## src/shared/wmc_pkg.sv

```systemverilog
// Purpose: Shared constants and types for the WAN modem control sequencer
// Assumes: 250 MHz system clock, seconds-scale timers
// Notes:   All counts derive from times held in their own units

package wmc_pkg;

  // ---------------------------------------------------------------
  // Clock and time base
  // ---------------------------------------------------------------
  localparam int CLK_PERIOD_NS  = 4;
  localparam int TICK_PERIOD_NS = 1_000_000_000;
  localparam int TICK_CYCLES    = TICK_PERIOD_NS / CLK_PERIOD_NS;
  localparam int TICK_W         = 28;

  // ---------------------------------------------------------------
  // Intervals in seconds
  // ---------------------------------------------------------------
  localparam logic [7:0] WAIT_SEC_DEF = 8'h3c;
  localparam logic [7:0] LOW_SEC      = 8'h05;
  localparam logic [7:0] LOSS_SEC     = 8'h0a;
  localparam logic [7:0] SEC_MAX      = 8'hff;
  localparam logic [7:0] SEC_ONE      = 8'h01;

  // ---------------------------------------------------------------
  // Sequencer states
  // ---------------------------------------------------------------
  typedef enum logic [1:0] {
    WMC_ST_LOW    = 2'h0,
    WMC_ST_WAIT   = 2'h1,
    WMC_ST_UP     = 2'h2,
    WMC_ST_BACKUP = 2'h3
  } wmc_state_t;

  // ---------------------------------------------------------------
  // Grouped line signals
  // ---------------------------------------------------------------
  typedef struct packed {
    logic ring;
    logic carrier;
    logic dsr;
  } wmc_lines_t;

  localparam wmc_lines_t LINES_RST = '{ring: 1'b0, carrier: 1'b0, dsr: 1'b0};

  typedef struct packed {
    logic dtr;
    logic rts;
    logic link_up;
    logic tx_en;
    logic alarm;
  } wmc_ctl_t;

  localparam wmc_ctl_t CTL_RST = '{dtr: 1'b0, rts: 1'b0, link_up: 1'b0,
                                   tx_en: 1'b0, alarm: 1'b0};

endpackage

```

## src/core/wmc_seq.sv

```systemverilog
// Purpose: Modem control line sequencer for one WAN port
// Assumes: Modem lines are level signals, active high at this port
// Notes:   Timers count a one-second tick; carrier wait is an input
//
// What this block does
// - Transmit never gated by clear-to-send
// - Ring answered by raising DTR and RTS
// - Wait programmable interval for carrier and DSR
// - Leased line ignores ring, answers on carrier
// - No carrier in time: drop lines 5 s
// - Raise, wait, drop cycle repeats while inactive
// - Ring during low period raises lines at once
// - Layer-two timeout starts the toggle cycle
// - Link up only with carrier and DSR
// - Carrier absent 10 s while up: alarm
// - Ring with DTR high restarts wait timer
// - Ring ignored once carrier and DSR are received
// - Backup mode holds secondary DTR, RTS low
// - Backup activation raises DTR and RTS

`timescale 1ns/100ps

module wmc_seq
  import wmc_pkg::*;
#(
  parameter int TICK_CYC = TICK_CYCLES
) (
  input  wire logic       clk_i,
  input  wire logic       sys_rst_i,
  input  wire wmc_lines_t modem_i,
  input  wire logic [7:0] carrier_wait_sec_i,
  input  wire logic       leased_mode_i,
  input  wire logic       backup_mode_i,
  input  wire logic       backup_activate_i,
  input  wire logic       l2_timeout_i,
  output wmc_ctl_t        ctl_o
);

  // ---------------------------------------------------------------
  // Input synchronisers
  // ---------------------------------------------------------------
  wmc_lines_t sync1_ff;
  wmc_lines_t sync2_ff;
  wmc_lines_t nxt_sync1;
  wmc_lines_t nxt_sync2;

  always_comb begin
    nxt_sync1 = modem_i;
    nxt_sync2 = sync1_ff;
  end

  always_ff @(posedge clk_i) begin
    if (sys_rst_i) begin
      sync1_ff <= LINES_RST;
      sync2_ff <= LINES_RST;
    end else begin
      sync1_ff <= nxt_sync1;
      sync2_ff <= nxt_sync2;
    end
  end

  logic ring_s;
  logic cd_s;
  logic dsr_s;
  assign ring_s = sync2_ff.ring;
  assign cd_s   = sync2_ff.carrier;
  assign dsr_s  = sync2_ff.dsr;

  // ---------------------------------------------------------------
  // State, tick and seconds counters
  // ---------------------------------------------------------------
  wmc_state_t        state_ff;
  wmc_state_t        nxt_state;
  logic [TICK_W-1:0] tick_cnt_ff;
  logic [TICK_W-1:0] nxt_tick_cnt;
  logic [7:0]        sec_ff;
  logic [7:0]        nxt_sec;
  wmc_ctl_t          ctl_ff;
  wmc_ctl_t          nxt_ctl;
  logic              tick;
  logic              sec_clr;
  logic              block;
  logic              answer;
  logic [7:0]        wait_lim;

  localparam logic [TICK_W-1:0] TICK_LAST = TICK_W'(TICK_CYC - 1);

  assign tick  = (tick_cnt_ff == TICK_LAST);
  assign block = backup_mode_i && !backup_activate_i;
  assign answer = leased_mode_i ? cd_s : ring_s;
  // programmable carrier wait
  // Zero would wrap to a 256 s wait, so it acts as one second
  assign wait_lim = (carrier_wait_sec_i == 8'h00) ? SEC_ONE : carrier_wait_sec_i;

  always_comb begin
    nxt_state = state_ff;
    sec_clr   = 1'b0;
    if (block) begin
      nxt_state = WMC_ST_BACKUP;
    end else begin
      unique case (state_ff)
        WMC_ST_BACKUP: begin
          nxt_state = WMC_ST_WAIT;
        end
        WMC_ST_LOW: begin
          if (answer) begin
            nxt_state = WMC_ST_WAIT;
          end else if (tick && (sec_ff == LOW_SEC - SEC_ONE)) begin
            nxt_state = WMC_ST_WAIT;
          end
        end
        WMC_ST_WAIT: begin
          if (l2_timeout_i) begin
            nxt_state = WMC_ST_LOW;
          end else if (cd_s && dsr_s) begin
            nxt_state = WMC_ST_UP;
          end else if (!leased_mode_i && ring_s) begin
            sec_clr = 1'b1;
          end else if (tick && (sec_ff == wait_lim - SEC_ONE)) begin
            nxt_state = WMC_ST_LOW;
          end
        end
        WMC_ST_UP: begin
          if (l2_timeout_i) begin
            nxt_state = WMC_ST_LOW;
          end else if (cd_s) begin
            sec_clr = 1'b1;
          end
        end
      endcase
    end
  end

  always_comb begin
    if (sec_clr || (nxt_state != state_ff)) begin
      nxt_tick_cnt = '0;
      nxt_sec      = 8'h00;
    end else begin
      nxt_tick_cnt = tick ? '0 : tick_cnt_ff + TICK_W'(1);
      nxt_sec      = (tick && (sec_ff != SEC_MAX)) ? sec_ff + SEC_ONE : sec_ff;
    end
  end

  // Outputs follow next state so they move with the state register
  always_comb begin
    nxt_ctl         = CTL_RST;
    // DTR and RTS high while answering
    nxt_ctl.dtr     = (nxt_state == WMC_ST_WAIT) || (nxt_state == WMC_ST_UP);
    nxt_ctl.rts     = (nxt_state == WMC_ST_WAIT) || (nxt_state == WMC_ST_UP);
    nxt_ctl.link_up = (nxt_state == WMC_ST_UP);
    nxt_ctl.tx_en   = (nxt_state == WMC_ST_UP);
    nxt_ctl.alarm   = (state_ff == WMC_ST_UP) && (nxt_state == WMC_ST_UP) && !cd_s &&
                      (ctl_ff.alarm || (tick && (sec_ff == LOSS_SEC - SEC_ONE)));
  end

  always_ff @(posedge clk_i) begin
    if (sys_rst_i) begin
      state_ff    <= WMC_ST_LOW;
      tick_cnt_ff <= '0;
      sec_ff      <= 8'h00;
      ctl_ff      <= CTL_RST;
    end else begin
      state_ff    <= nxt_state;
      tick_cnt_ff <= nxt_tick_cnt;
      sec_ff      <= nxt_sec;
      ctl_ff      <= nxt_ctl;
    end
  end

  assign ctl_o = ctl_ff;
endmodule

```

## config.mk

```make
export PLATFORM = sky130hd
export DESIGN_NAME = wmc_seq
export DESIGN_NICKNAME = d
export VERILOG_FILES = /design/src/shared/wmc_pkg.sv /design/src/core/wmc_seq.sv
export SDC_FILE = /design/constraint.sdc
export NUM_CORES = 1
export LEC_CHECK = 0
export BUFFER_PORTS_ARGS = -buffer_cell sky130_fd_sc_hd__buf_2
export CAP_MARGIN = 20
export CORE_ASPECT_RATIO = 0.6
export CORE_MARGIN = 4
export CORE_UTILIZATION = 52
export CTS_CLUSTER_DIAMETER = 200
export DETAILED_ROUTE_END_ITERATION = 8
export PLACE_DENSITY = 0.71
export SLEW_MARGIN = 20
export SYNTH_ARGS = -nofsm -noshare
export SYNTH_HDL_FRONTEND = slang
export SYNTH_SLANG_ARGS = --single-unit
```

## constraint.sdc

```tcl
create_clock -name clk_i -period 6.7 [get_ports clk_i]
set_input_delay 1.34 -clock clk_i [delete_from_list [all_inputs] [get_ports clk_i]]
set_output_delay 1.34 -clock clk_i [all_outputs]
set_load 0.01 [all_outputs]
```

==> results of run 1 <==
==> cells by family after synthesis <==
group | Yosys count
buffers and inverters | 17
and+or+nand+nor | 160
adders and majority gates | 10
DFF | 47
muxes | 1
xor gates and xnor gates | 41
AOI/OAI and AO/OA | 33
==> per-layer routing <==
metal	wire length, microns	vias to the layer above
met3	241	7
met5	0	-
met1	3163	1020
met2	2140	39
met4	65	0
li1	-	1118
==> cell type report <==
type | instances | area, sq um | share of cell area
multi-input cells | 245 | 1575 | 0.5561
flip-flops and latches | 47 | 940.9 | 0.3322
clock inverters | 1 | 30.03 | 0.01060
clock buffers | 6 | 72.57 | 0.02562
well taps | 63 | 78.83 | 0.02783
inverters | 6 | 22.52 | 0.007951
repair buffers | 22 | 112.6 | 0.03975
==> registers in the layout, summed over array words and instances, names as in the netlist <==
register     count
dsr_s            1
ring_s           1
tick_cnt_ff     28
state_ff         2
ctl_o            3
cd_s             1
nxt_sync2        3
sec_ff           8
==> stage by stage <==
step	instances	setup WS, ps
after CTS	390	2454
final	390	2411
after global routing	390	2119
after global placement	383	2374
after detailed placement	383	2114
after floorplan	309	2712
==> path summary, 6_finish.rpt <==
| path | start | end | slack, ps | cells past startpoint |
|---|---|---|---|---|
| worst max-delay path | carrier_wait_sec_i[7] | ctl_o[0]$_SDFF_PP0_ | 2410 | 14 |
| worst max register to register | tick_cnt_ff[11]$_SDFF_PP0_ | ctl_o[0]$_SDFF_PP0_ | 3440 | 8 |
| worst min-delay path | nxt_sync2[1]$_SDFF_PP0_ | cd_s$_SDFF_PP0_ | 440 | 1 |
| worst min register to register | nxt_sync2[1]$_SDFF_PP0_ | cd_s$_SDFF_PP0_ | 440 | 1 |
==> worst max-delay path, cell delays in order <==
cell       delay [ps]
buf_2             120
or2_2             300
nor4_1            230
a21oi_1           140
ha_1              280
nor2_1            130
a21oi_1            50
a2bb2oi_1         170
nor4_1            380
a41oi_1           270
a221oi_1          440
ha_1              200
nor2b_1           150
nor4bb_1          290
==> power by group through the flow <==
stage / clock, mW / sequential (mW) / combinational (mW)
global placement: 0 / 0.295 / 0.0684
finish: 0.199 / 0.289 / 0.0692
detailed placement: 0 / 0.295 / 0.0684
CTS: 0.208 / 0.289 / 0.0692
global route: 0.221 / 0.290 / 0.0769
floorplan: 0 / 0.295 / 0.0495
==> Yosys cell counts, types with 3 or more instances <==
cell,number
a21oi_1,11
a31oi_1,3
a41oi_1,3
and3_1,7
buf_2,3
clkbuf_1,6
dfxtp_1,47
ha_1,10
inv_1,6
nand2_1,21
nand2b_1,6
nand3_1,14
nand4_1,10
nor2_1,42
nor2b_1,10
nor3_1,25
nor4_1,5
o21ai_0,4
or4b_2,3
xnor2_1,20
xor2_1,21
==> results.json, run 1 <==
{
  "powerDensity_nw_per_um2": 196.4,
  "p_sw_frac": 0.2479,
  "total_power_mw": 0.5563,
  "cp_max_fo": 5,
  "synth_mux_area_frac": 0.004346,
  "cts_made_buffers": 5,
  "grt_pass1_vias": 1965,
  "status": "finished clean",
  "utilization": 0.6049,
  "final.setup_skew_ps": 6.658,
  "gr-max-usage-layer": "met1",
  "setup-violations-final": 0,
  "path_clk_slew_ps": 80,
  "cts_tree": "done",
  "dr.pass1.iters": 4,
  "start_util": 0.5533,
  "clk_latency_ps": 300,
  "drv_cap": 0,
  "period_share": 0.6401,
  "cts_max_level": 2,
  "clock.fmax_mhz": 233.2,
  "clock_power_share": 0.357,
  "internal-power_mw": 0.4184,
  "fin_crit_ps": 4289,
  "antenna_left": 0,
  "nFillCells": 427,
  "met1_usage": 0.3024,
  "start_kind": "input pin",
  "core.rowCount": 19,
  "setup_tns_ps": 0,
  "ys_top_cells_by_area": "dfxtp_1 (36%), xor2_1 (7.1%), xnor2_1 (6.8%)",
  "pin_count": 22,
  "syn-instance-count": 309,
  "core-area_sq_um": 4683,
  "final_common_cell": "dfxtp_1",
  "detail_route.drc_violations": 0,
  "routed_via_density": 5.600,
  "wirelength_microns": 5611,
  "nets": 354,
  "final_cell_mix": "dfxtp_1 (47), nor2_1 (42), nor3_1 (25)",
  "vias": 2184,
  "synth_top_family_by_area": "simple AND/OR/NAND/NOR gates",
  "end_kind": "flip-flop",
  "placed_area_sq_um": 2730,
  "async_reset_ff_frac": 0,
  "port_buffers": 21,
  "hold_viol": 0,
  "synth_ff_type": "dfxtp_1",
  "met2_usage": 0.2475,
  "grt.overflow.total": 0,
  "avgRoutedWirePerCell_microns": 14.39,
  "cts-resized-gates": 0,
  "cts_setup_buffers": 0,
  "grt_max_degree": 21,
  "drt-initial-drc-count": 128,
  "netlist.area_leader.share": 0.3631,
  "synth.avg_cell_area_sq_um": 8.386,
  "max_slew_margin": 0.4119,
  "clockBufferDepth": 2,
  "p_sw_mw": 0.1379,
  "gp_congestion": 0.8792,
  "hold_ws_ps": 440.9,
  "drive_gt1_frac": 0.1223,
  "synth_seq_area_share": 0.3631,
  "cts_root_buffer": "clkbuf_8",
  "holdBufCountCts": 0,
  "die_w_microns": 99.14,
  "ys_seq_elements": 47,
  "seqPwrFrac": 0.519,
  "share_comb_of_total_power": 0.124,
  "synth_compound_area_frac": 0.08836,
  "diodes": 0,
  "ir_drop_mv": 0.1154,
  "synth-xor-area-share": 0.1386,
  "grtUsageTotal": 0.1903,
  "hold_path_class": "flip-flop to flip-flop",
  "rsz0062_at_grt": "no",
  "antenna_found_initial": 0,
  "cp.arrival_ps": 4490,
  "die-height_microns": 62.68,
  "hpwlAfterDp_microns": 4109,
  "final_area_sq_um": 2833,
  "grt_pass1_wl_microns": 9611,
  "crit_type": "input pin to flip-flop",
  "synth_area_leader_cell": "dfxtp_1",
  "worstMarginPinSlew_ps": 882.2,
  "maxSlewViolCount": 0,
  "synth_nets": 336,
  "clock-sinks": 47,
  "crit_required_ps": 6900,
  "syn2layout_area_growth_pct": 9.319,
  "p_leak_nw": 0.9769,
  "use_met3": 0.04348,
  "syn_area_sq_um": 2591,
  "yosysWarnings": 0,
  "die_area_sq_um": 6214,
  "synth.distinct_cells": 48,
  "synth_fa_ha_area_frac": 0.04829,
  "synth-edff-count": 0,
  "yosys.area_share.simple": 0.3283
}
Power figures use the tool's default switching activity.
==> run 2, diff against run 1 <==
- clock period: 6.7 -> 4.2 ns (I/O delays scaled with it)
==> results.json, run 2 (synthesis gave the netlist of run 1 again) <==
{
  "avgRoutedWirePerCell_microns": 15.10,
  "largest_reg_flops": 28,
  "end_kind": "flip-flop",
  "nFillCells": 403,
  "cts_max_level": 2,
  "core-area_sq_um": 4683,
  "grtUsageTotal": 0.1944,
  "die_w_microns": 99.14,
  "worstMarginPinSlew_ps": 460.3,
  "port_buffers": 21,
  "cp-startpoint": "carrier_wait_sec_i[7]",
  "dr.pass1.iters": 6,
  "min_delay_path_depth": 1,
  "die-height_microns": 62.68,
  "dp_slack_ps": 188.3,
  "rsz0062_at_grt": "no",
  "fin_crit_ps": 3714,
  "crit_type": "input pin to flip-flop",
  "cts_root_buffer": "clkbuf_8",
  "multi_input_area_sq_um": 1575,
  "top_register": "tick_cnt_ff",
  "path_clk_slew_ps": 90,
  "fin_ws_ps": 485.8,
  "hold_start": "nxt_sync2[2]$_SDFF_PP0_",
  "ir_drop_mv": 0.1519,
  "grt_pass1_wl_microns": 9880,
  "cts_tree": "done",
  "clk_latency_ps": 310,
  "start_kind": "input pin",
  "period_share": 0.8843,
  "clock.fmax_mhz": 269.2,
  "p_leak_nw": 0.9823,
  "cp_max_fo": 5,
  "routed_via_density": 5.748,
  "antenna_found_initial": 0,
  "grt_max_degree": 21,
  "final.setup_skew_ps": 9.712,
  "grt_pass1_vias": 2055,
  "cts_setup_buffers": 0,
  "clockBufferDepth": 2,
  "hold_viol": 0,
  "cts-resized-gates": 0,
  "nets": 356,
  "gp_congestion": 0.8530,
  "core.rowCount": 19,
  "hold_end": "ring_s$_SDFF_PP0_",
  "r2r_end": "ctl_o[0]$_SDFF_PP0_",
  "drive_gt1_frac": 0.1333,
  "pin_count": 22,
  "hpwlAfterDp_microns": 4369,
  "drt-initial-drc-count": 156,
  "post-place-cells": 385,
  "utilization": 0.6073,
  "status": "finished clean",
  "cp.arrival_ps": 3930,
  "vias": 2259,
  "syn2layout_area_growth_pct": 9.754,
  "die_area_sq_um": 6214,
  "antenna_left": 0,
  "r2r_start": "tick_cnt_ff[11]$_SDFF_PP0_",
  "regToRegSetupSlack_ps": 1020,
  "max_slew_margin": 0.6908,
  "rr_worst_depth": 8,
  "setup-violations-final": 0,
  "maxSlewViolCount": 0,
  "crit_required_ps": 4420,
  "diodes": 0,
  "powerDensity_nw_per_um2": 307.1,
  "cts_made_buffers": 5,
  "grt.overflow.total": 0,
  "final_cell_mix": "dfxtp_1 (47), nor2_1 (42), nor3_1 (25)",
  "final_common_cell": "dfxtp_1",
  "drv_cap": 0,
  "clock-sinks": 47,
  "top_regs": "tick_cnt_ff (28), sec_ff (8)",
  "seq_area_sq_um": 940.9,
  "holdBufCountCts": 0,
  "wirelength_microns": 5933,
  "fin_cells": 393,
  "start_util": 0.5533,
  "hold_path_class": "flip-flop to flip-flop",
  "setup_tns_ps": 0,
  "detail_route.drc_violations": 0
}
## run 2: stage by stage
stage,instance area [sq um],hold slack (ps),power (mW)
floorplan,2591,413.8,0.5498
global placement,2745,416.8,0.5846
detailed placement,2745,428.2,0.5860
CTS,2844,451.3,0.8778
global route,2844,463.2,0.9109
finish,2844,444.2,0.8734
## run 2: worst max-delay path by stage
| stage | end | slack [ps] | depth (start not counted) |
|---|---|---|---|
| after floorplan | ctl_o[0]$_SDFF_PP0_ | 710 | 13 |
| after global placement | ctl_o[0]$_SDFF_PP0_ | 390 | 14 |
| after detailed placement | ctl_o[0]$_SDFF_PP0_ | 190 | 14 |
| after CTS | ctl_o[0]$_SDFF_PP0_ | 500 | 14 |
| after global routing | ctl_o[0]$_SDFF_PP0_ | 120 | 14 |
| final | ctl_o[0]$_SDFF_PP0_ | 490 | 14 |
## run 2: power breakdown
group          total, mW  switching, mW  internal [mW]
combinational      0.117         0.0732         0.0434
sequential         0.461        0.00643          0.454
clock              0.296          0.161          0.135
## run 2: final cells by class
class	count	area share
timing repair buffer	24	0.04487
clock inverter	2	0.005719
multi-input combinational	245	0.5539
clock buffer	6	0.02904
sequential	47	0.3308
inverter	6	0.007919
tap	63	0.02772
## run 2: per-layer routing
layer	vias to the layer above	global-route usage	share of wire
met5	-	0	0
li1	1125	-	-
met1	1054	0.3003	0.52
met2	76	0.2684	0.39
met3	4	0.04794	0.076
met4	0	0.04089	0.0084
## run 2: worst max-delay path: stages
cell,delay (ps)
buf_2,120
or2_2,300
nor4_1,260
a21oi_1,160
ha_1,280
nor2_1,130
a21oi_1,50
a2bb2oi_1,150
nor4_1,330
a41oi_1,250
a221oi_1,420
ha_1,200
nor2b_1,160
nor4bb_1,270
==> run 3, diff against run 2 <==
- CORE_ASPECT_RATIO: 0.6 -> 1.75
==> results.json, run 3 (synthesis gave the netlist of run 1 again) <==
{
  "core.rowCount": 33,
  "clk_latency_ps": 300,
  "gp_congestion": 0.8700,
  "hold_viol": 0,
  "vias": 2228,
  "drive_gt1_frac": 0.1307,
  "grt.overflow.total": 0,
  "cts_root_buffer": "clkbuf_8",
  "fin_ws_ps": 594.7,
  "path_clk_slew_ps": 90,
  "avgRoutedWirePerCell_microns": 14.51,
  "cp_max_fo": 5,
  "end_kind": "flip-flop",
  "clock.fmax_mhz": 277.4,
  "cts-resized-gates": 0,
  "final.setup_skew_ps": 13.83,
  "grt_pass1_wl_microns": 9328,
  "grt_max_degree": 19,
  "crit_type": "input pin to flip-flop",
  "cts_max_level": 2,
  "holdBufCountCts": 0,
  "diodes": 0,
  "wirelength_microns": 5528,
  "grtUsageTotal": 0.1942,
  "post-place-cells": 373,
  "setup_tns_ps": 0,
  "hpwlAfterDp_microns": 4261,
  "cts_tree": "done",
  "p_leak_nw": 0.9779,
  "slowest_delay_ps": 390,
  "die_w_microns": 61.36,
  "dr.pass1.iters": 4,
  "die_area_sq_um": 6221,
  "crit_path_frequent_cell": "ha_1",
  "detail_route.drc_violations": 0,
  "start_kind": "input pin",
  "setup-violations-final": 0,
  "start_util": 0.5457,
  "cp.arrival_ps": 3820,
  "max_slew_margin": 0.4481,
  "antenna_left": 0,
  "hold_ws_ps": 443.3,
  "core-area_sq_um": 4748,
  "met1_usage": 0.2084,
  "crit_required_ps": 4420,
  "final_common_cell": "dfxtp_1",
  "fin_crit_ps": 3605,
  "rsz0062_at_grt": "no",
  "period_share": 0.8584,
  "gr-max-usage-layer": "met2",
  "nets": 355,
  "fin_cells": 381,
  "cts_setup_buffers": 0,
  "drv_cap": 0,
  "pin_count": 22,
  "clockBufferDepth": 2,
  "ir_drop_mv": 0.2712,
  "antenna_found_initial": 0,
  "cts_made_buffers": 5,
  "clock-sinks": 47,
  "worstMarginPinSlew_ps": 827.8,
  "drt-initial-drc-count": 117,
  "use_met3": 0.02679,
  "grt_pass1_vias": 2144,
  "top_register": "tick_cnt_ff",
  "routed_via_density": 5.848,
  "cp_slowest_cell": "a221oi_1",
  "die-height_microns": 101.4,
  "dp_slack_ps": 242.9,
  "top_regs": "tick_cnt_ff (28), sec_ff (8)",
  "min_delay_path_depth": 1,
  "port_buffers": 21,
  "rr_worst_depth": 7,
  "final_cell_mix": "dfxtp_1 (47), nor2_1 (42), nor3_1 (25)",
  "maxSlewViolCount": 0,
  "crit_chain": "buf_2, or2_2, nor4_1, a21oi_1, ha_1, xnor2_1, a211oi_1, nand3_1, nor3_1, a41oi_1, a221oi_1, ha_1, nor2b_1, nor4bb_1",
  "status": "finished clean",
  "met2_usage": 0.3646,
  "syn2layout_area_growth_pct": 8.933,
  "powerDensity_nw_per_um2": 304.5,
  "largest_reg_flops": 28,
  "hold_path_class": "flip-flop to flip-flop"
}
==> run 3: cell types whose count changed in the layout (fill, tap and decap cells not counted), sizes merged <==
cell  previous run  this run
buf             24        23
==> run 3: worst paths after layout <==
path	start	end	slack (ps)
worst max register to register	tick_cnt_ff[24]$_SDFF_PP0_	tick_cnt_ff[7]$_SDFF_PP0_	1140
worst max-delay path	carrier_wait_sec_i[7]	ctl_o[0]$_SDFF_PP0_	590
worst min-delay path	nxt_sync2[0]$_SDFF_PP0_	dsr_s$_SDFF_PP0_	440
worst min register to register	nxt_sync2[0]$_SDFF_PP0_	dsr_s$_SDFF_PP0_	440
==> run 3: metal layers <==
metal / part of all wire / up-vias
li1: - / 1125
met1: 0.39 / 1058
met2: 0.56 / 34
met3: 0.029 / 11
met4: 0.021 / 0
met5: 0 / -
==> run 3: stage by stage <==
step	total power, mW	utilization	area (sq um)
after global routing	0.9001	0.5945	2823
after global placement	0.5828	0.5737	2724
after CTS	0.8704	0.5945	2823
final	0.8596	0.5945	2823
after detailed placement	0.5838	0.5737	2724
after floorplan	0.5498	-	2591
==> run 3: layout make-up <==
type | count | area [sq um]
fillers | 443 | 1926
multi-input cells | 245 | 1575
flip-flops and latches | 47 | 940.9
repair buffers | 23 | 120.1
clock buffers | 6 | 82.58
well taps | 52 | 65.06
inverters | 6 | 22.52
clock inverters | 2 | 16.27
==> run 3: critical path: cells and delay by family <==
family / cells / cell delay [ps]
XOR/XNOR: 1 / 150
AND/OR/NAND/NOR: 6 / 1250
adder cells (fa/ha/maj): 2 / 490
buffers and inverters: 1 / 110
AO/OA/AOI/OAI: 4 / 980
==> run 3: report_power, final <==
| group | internal [mW] | leakage [nW] | switching [mW] |
|---|---|---|---|
| logic | 0.0416 | 0.550 | 0.0702 |
| clock network | 0.134 | 0.0474 | 0.152 |
| registers | 0.454 | 0.381 | 0.00670 |
| total | 0.630 | 0.978 | 0.229 |
